<file path="config.mk">
export PLATFORM = sky130hd
export DESIGN_NAME = fwl_lock
export DESIGN_NICKNAME = d
export VERILOG_FILES = /design/src/fwl_sfr_port.v /design/src/fwl_lock.v
export VERILOG_INCLUDE_DIRS = /design/src /design/src/src
export SDC_FILE = /design/constraint.sdc
export NUM_CORES = 1
export LEC_CHECK = 0
export BUFFER_PORTS_ARGS = -buffer_cell sky130_fd_sc_hd__buf_2
export CORE_UTILIZATION = 29
export CTS_CLUSTER_SIZE = 30
export DETAILED_ROUTE_END_ITERATION = 7
export PLACE_DENSITY = 0.67
export RECOVER_POWER = 50
export SYNTH_ARGS = -nofsm -noshare
export SYNTH_HDL_FRONTEND = slang
export SYNTH_SLANG_ARGS = --single-unit
</file>
<file path="constraint.sdc">
create_clock -name sys_clk -period 4.3 [get_ports sys_clk]
set_clock_uncertainty 0.2 [all_clocks]
set_input_delay 1.29 -clock sys_clk [delete_from_list [all_inputs] [get_ports sys_clk]]
set_output_delay 1.29 -clock sys_clk [all_outputs]
set_load 0.01 [all_outputs]
</file>
<file path="src/fwl_consts.vh">
// constants for the flash write lock-and-key guard
// assumes inclusion by bare name from the design files
`ifndef FWL_CONSTS_VH
`define FWL_CONSTS_VH

`define FWL_KEY_ADDR     8'hB7
`define FWL_KEY_RESET    8'h00
`define FWL_KEY_FIRST    8'hA5
`define FWL_KEY_SECOND   8'hF1
`define FWL_ST_LOCKED    2'h0
`define FWL_ST_HALF      2'h1
`define FWL_ST_OPEN      2'h2
`define FWL_ST_DEAD      2'h3
`define FWL_ST_LSB       0
`define FWL_ST_MSB       1

`endif

</file>
<file path="src/fwl_sfr_port.v">
// special-function register access port for the lock-and-key register
// assumes a single-cycle processor sfr bus on sys_clk
`timescale 1ns/1ps
`include "fwl_consts.vh"

module fwl_sfr_port #(
	parameter ADDR_W = 8
) (
	input  wire              sys_clk,
	input  wire              rst_n,
	input  wire [ADDR_W-1:0] sfr_addr,
	input  wire              sfr_wr,
	input  wire              sfr_rd,
	input  wire [7:0]        sfr_wdata,
	input  wire [1:0]        lock_state,
	output wire              key_wr,
	output wire [7:0]        key_data,
	output reg  [7:0]        sfr_rdata
);

	wire hit;

	assign hit      = (sfr_addr == `FWL_KEY_ADDR);
	assign key_wr   = hit & sfr_wr;
	assign key_data = sfr_wdata;

	// read data from a flop; other addresses return zero
	always @(posedge sys_clk or negedge rst_n) begin
		if (!rst_n) begin
			sfr_rdata <= `FWL_KEY_RESET;
		end else if (hit & sfr_rd) begin
			sfr_rdata <= {6'h00, lock_state};
		end else begin
			sfr_rdata <= 8'h00;
		end
	end

endmodule // fwl_sfr_port

</file>
<file path="src/fwl_lock.v">
// flash write lock-and-key guard: key sequencing, one-shot unlock, permanent lock
// assumes flash controller pulses on sys_clk and an sfr bus from the processor
`timescale 1ns/1ps
`include "fwl_consts.vh"

// Overview of operation
// - only the ordered key pair first then second unlocks flash write or erase
// - locked state reads 00 and is the reset state
// - correct first key moves to state 01 awaiting second key
// - correct second key gives state 10 and allows one write or erase
// - completion of the write or erase relocks without software action
// - any wrong or misordered key write locks permanently until reset
// - write or erase attempted while not enabled is refused and locks permanently
// - permanent lock reads 11 and refuses everything until reset
// - key register read returns lock state in bits one and zero
module fwl_lock (
	input  wire       sys_clk,
	input  wire       rst_n,
	input  wire [7:0] sfr_addr,
	input  wire       sfr_wr,
	input  wire       sfr_rd,
	input  wire [7:0] sfr_wdata,
	output wire [7:0] sfr_rdata,
	input  wire       flash_op_req,
	input  wire       flash_op_done,
	output wire       flash_op_grant,
	output wire       flash_op_refuse,
	output wire [1:0] lock_state
);

	// ****************************************
	// one-hot states
	// ****************************************
	localparam S_LOCKED = 4'b0001;
	localparam S_HALF   = 4'b0010;
	localparam S_OPEN   = 4'b0100;
	localparam S_DEAD   = 4'b1000;

	reg  [3:0] state_reg;
	reg  [3:0] state_next;
	reg        busy_reg;
	reg        busy_next;
	reg  [1:0] code_reg;
	wire       key_wr;
	wire [7:0] key_data;

	fwl_sfr_port #(
		.ADDR_W (8)
	) u_port (
		.sys_clk    (sys_clk),
		.rst_n      (rst_n),
		.sfr_addr   (sfr_addr),
		.sfr_wr     (sfr_wr),
		.sfr_rd     (sfr_rd),
		.sfr_wdata  (sfr_wdata),
		.lock_state (code_reg),
		.key_wr     (key_wr),
		.key_data   (key_data),
		.sfr_rdata  (sfr_rdata)
	);

	// ****************************************
	// key sequencing and operation gate
	// ****************************************
	function [1:0] enc;
		input [3:0] s;
		begin
			case (s)
				S_HALF:  enc = `FWL_ST_HALF;
				S_OPEN:  enc = `FWL_ST_OPEN;
				S_DEAD:  enc = `FWL_ST_DEAD;
				default: enc = `FWL_ST_LOCKED;
			endcase
		end
	endfunction

	// grant only when open and no operation already in flight, so one op per unlock
	assign flash_op_grant  = flash_op_req & (state_reg == S_OPEN) & ~busy_reg;
	assign flash_op_refuse = flash_op_req & ~flash_op_grant;
	assign lock_state      = code_reg;

	always @* begin
		state_next = state_reg;
		busy_next  = busy_reg;
		case (state_reg)
			S_LOCKED: begin
				if (flash_op_req) begin
					state_next = S_DEAD;
				end else if (key_wr) begin
					if (key_data == `FWL_KEY_FIRST) begin
						state_next = S_HALF;
					end else begin
						state_next = S_DEAD;
					end
				end
			end
			S_HALF: begin
				if (flash_op_req) begin
					state_next = S_DEAD;
				end else if (key_wr) begin
					if (key_data == `FWL_KEY_SECOND) begin
						state_next = S_OPEN;
					end else begin
						state_next = S_DEAD;
					end
				end
			end
			S_OPEN: begin
				// a key write during an unlock is out of sequence
				if (key_wr) begin
					state_next = S_DEAD;
					busy_next  = 1'b0;
				end else if (flash_op_done & (busy_reg | flash_op_grant)) begin
					state_next = S_LOCKED;
					busy_next  = 1'b0;
				end else if (flash_op_grant) begin
					busy_next = 1'b1;
				end else if (flash_op_req & busy_reg) begin
					state_next = S_DEAD;
					busy_next  = 1'b0;
				end
			end
			S_DEAD: begin
				state_next = S_DEAD;
				busy_next  = 1'b0;
			end
			default: begin
				state_next = S_DEAD;
				busy_next  = 1'b0;
			end
		endcase
	end

	always @(posedge sys_clk or negedge rst_n) begin
		if (!rst_n) begin
			state_reg <= S_LOCKED;
			busy_reg  <= 1'b0;
			code_reg  <= `FWL_ST_LOCKED;
		end else begin
			state_reg <= state_next;
			busy_reg  <= busy_next;
			code_reg  <= enc(state_next);
		end
	end

endmodule // fwl_lock

</file>
# Word-level counts from Yosys, hierarchy flattened
# Cells that the tools add are included.
[classes]
eq_ne = 10
mux = 18
n_bitwise = 11
reduce_logical = 2
[op_table]
columns = ["operator", "n"]
rows = [
  ["$mux 4", 10],
  ["$eq 8x8->1 const B", 3],
  ["$pmux 4 s3", 1],
  ["$eq 4x2->1 const B", 2],
  ["$eq 4x3->1 const B", 2],
  ["$and 1x1->1", 7],
  ["$pmux 2 s3", 1],
  ["$ne 5x3->1 const B", 1],
  ["$eq 4x1->1 const B", 1],
  ["$eq 4x4->1 const B", 1],
  ["$mux 1", 4],
  ["$not 1->1", 3],
  ["$mux 2", 1],
  ["$pmux 1 s2", 1],
  ["$reduce_and 2->1", 1],
  ["$reduce_or 2->1", 1],
  ["$or 1x1->1", 1],
]
[totals]
reg_bits = 15
in_bits = 22
output_inout_bits = 12
wordCells = 45

# Depth between registers and ports, before layout
[depth]
depth_word = 10
depth_mapped = 6

# Modules after synthesis
# Synthesis repeated with hierarchy kept, for this count alone.
[unflattened]
hier_cells = 80
hier_area_um2 = 735.7
[by_module_without_submodules]
columns = ["module", "n_inst", "cells_each", "area_each_um2", "seq_area_each_um2"]
rows = [
  ["fwl_lock", 1, 55, 488.0, 176.4],
  ["fwl_sfr_port", 1, 25, 247.7, 50.0],
]

# Least setup slack after synthesis
# No wires, ideal clock.
[synth_timing]
kind = "input-to-output"
startpoint = "input flash_op_req"
endpoint = "output flash_op_refuse"
arrival_time_ps = 1798
required_time_ps = 2810
slack_ps = 1012
stages = 2
cell_sequence = "nor3b_1 nor2b_1"
[synth_via]
elab_chain_len = 4
[synth_rtl]
columns = ["item", "line_no", "rtl"]
rows = [
  ["start, declared", "fwl_lock.v:24", "input wire flash_op_req,"],
  ["$and 1x1->1 (2 in series)", "fwl_lock.v:78", "assign flash_op_grant = flash_op_req & (state_reg == S_OPEN) & ~busy_reg;"],
  ["$not 1->1", "fwl_lock.v:79", "assign flash_op_refuse = flash_op_req & ~flash_op_grant;"],
  ["$and 1x1->1 (*)", "fwl_lock.v:79", ""],
  ["end, declared", "fwl_lock.v:27", "output wire flash_op_refuse,"],
]
# Every way passes the cells marked *; elsewhere a longest branch is shown, timed or not.

# Worst setup path in the final report
# Ends and elaborated chain as after synthesis.

==> impl_metrics.toml <==
[place]
place.gp.congestion = 0.839
hpwl_um = 1120
port_buffers = 27
dpl_worst_slack_ns = 0.900
dp_cells = 120

[finish]
final_cell_mix = "buf_2 (25), dfrtp_1 (8), nor2_1 (6), conb_1 (6)"
filler_cell_count = 208
drive_above_1_share_pct = 32.0
final_common_cell = "buf_2"
areaGrowthSynthToFinish_pct = 25.8
nNetsFinal = 120
finalNonFillerCells = 124
largest_register_ff_count = 4
antenna_cells = 0

[critical_path]
worstPathRequired_ns = 2.81
crit_arrival_ns = 1.91
rr_worst_depth = 4
crit_end = "flash_op_refuse"
r2r-end = "state_reg[2]"
end_kind = "output port"
path_class = "primary input to output port"
startpoint_type = "primary input"
startpoint = "flash_op_req"
path_max_fanout = 8
rrSetupSlack_ns = 2.18
r2r_start = "state_reg[3]"

[cts]
tritoncts = "built"
cts.path.max_buffers = 2
cts_setup_buffers = 0
ctsHoldBuffers = 0
cts_sinks = 9
cts_root_buf = "clkbuf_4"
cts.repair.resized = 0
insertion_delay_ns = 0.25
cts_buffers = 3
cts_max_level = 1
path_clk_slew_ns = 0.06

[floorplanning]
top_level_ports = 34
dieArea_sq_um = 2310
die_h_um = 48.1
die_x_um = 48.1
core_area_sq_um = 1980
rows = 16
initial_utilization_pct = 31.1

[sta]
layout_setup_ws_ns = 0.896
report.final.slew_viol_count = 0
period_share_pct = 79.2
setup_tns_ns = 0
finalCriticalPeriod_ns = 3.40
rsz0062_at_grt = "false"
finalSetupViolations = 0
fmax_mhz = 294
finalHoldViolCount = 0

[yosys]
ys_types = 39
ys_ff_latch = 9
synth_edf_count = 0
synth_area_leaders = "dfrtp_1 (33%), buf_4 (7.3%), dfstp_2 (4.3%)"
yosysTopAreaCell = "dfrtp_1"
yosysWarnings = 0
ys_async_sr_fraction_pct = 100
synth_area_sq_um = 616
seq_area_frac_synth_pct = 36.8
synth-main-ff-cell = "dfrtp_1"
synth_area_per_cell_sq_um = 8.92
synthCells = 69
synth_top_area_share_pct = 32.5

[grt]
grt-busiest-layer = "met2"
use_met3_pct = 2.64
first_global_vias = 516
use_met1_pct = 14.2
grt_pass1_wl_um = 2010
grt_overflow = 0
antenna_found_initial = 0
grt_use_total_pct = 12.3
grt_max_degree = 10
met2_usage_pct = 21.9

[pwr]
ir_drop_v = 0.0000890
totalPowerFinal_uw = 167
cellPowerDensity_nw_per_um2 = 215
cellLeakagePower_uw = 0.000335

[job]
drv_cap = 0

[min_path]
hp-class = "register to register"

[routing]
vias = 606
first_pass_iters = 4
wire_per_inst_um = 10.8
ant_nets = 0
avgViaCountPerCell = 4.89
drtIter0Drc = 16
wl_um = 1330
drc = 0

[outcome]
outcome = "complete, no violations"
logic make-up (layout without fill, tap and decap cells):
| logic type | after synthesis | in the layout | share of synthesized area, % |
|---|---|---|---|
| xor gates and xnor gates | 2 | 2 | 2.85 |
| DFF | 9 | 9 | 36.8 |
| and+or+nand+nor | 33 | 33 | 33.7 |
| buffers and inverters | 11 | 34 | 10.4 |
| other | 1 | 6 | 0.609 |
| AOI/OAI and AO/OA | 12 | 12 | 14.0 |
| adders and majority gates | 1 | 1 | 1.63 |
worst min path at each step:
| stage | slack (ns) | end | cells after the start | start |
|---|---|---|---|---|
| 2_1_floorplan | 0.32 | state_reg[3] | 2 | state_reg[3] |
| 3_3_place_gp | 0.28 | u_port.sfr_rdata[1] | 1 | lock_state[1] |
| 3_5_place_dp | 0.29 | u_port.sfr_rdata[1] | 1 | lock_state[1] |
| 4_1_cts | 0.30 | u_port.sfr_rdata[1] | 1 | lock_state[1] |
| 5_1_grt | 0.34 | u_port.sfr_rdata[0] | 1 | lock_state[0] |
| 6_report | 0.30 | u_port.sfr_rdata[1] | 1 | lock_state[1] |
worst max-delay path, stage by stage:
cell and delay (ns):
buf_2 0.15, nor3b_1 0.26, nor2b_1 0.07, buf_2 0.14
cell type report:
class	instances	area, sq um	share of cell area (%)
Inverter	3	11.3	1.45
Tap cell	27	33.8	4.36
Sequential cell	9	226	29.2
Clock buffer	4	26.3	3.39
Timing Repair Buffer	27	133	17.1
Multi-Input combinational cell	54	344	44.4
per-layer routing:
layer / up-vias / wire [um]
met1: 279 / 595
met4: 0 / 0
met3: 0 / 62
met5: - / 0
met2: 28 / 676
li1: 299 / -
cell usage after synthesis (all sizes together) (2+ instances only):
cell and n:
dfrtp 8, or4 2, inv 3, nand3 2, clkbuf 2, nor3b 3
nor2 6, or3 2, and3 2, nand4b 3, nand2 3, buf 6
nand2b 2, o21ai 3
report_power, final:
part           internal [uW]  leakage (uW)  switching (uW)
logic                   9.63      0.000214            11.1
clock network           35.5     0.0000150            25.8
registers               84.8      0.000106         0.00769
per-stage QoR:
step	hold slack [ns]	utilization, %	cell area, sq um
6_report	0.299	39.1	774
5_1_grt	0.340	39.1	774
4_1_cts	0.303	39.2	777
3_5_place_dp	0.291	37.9	751
3_3_place_gp	0.285	37.9	751
2_1_floorplan	0.324	-	634
(Power assumes the default switching activity.)
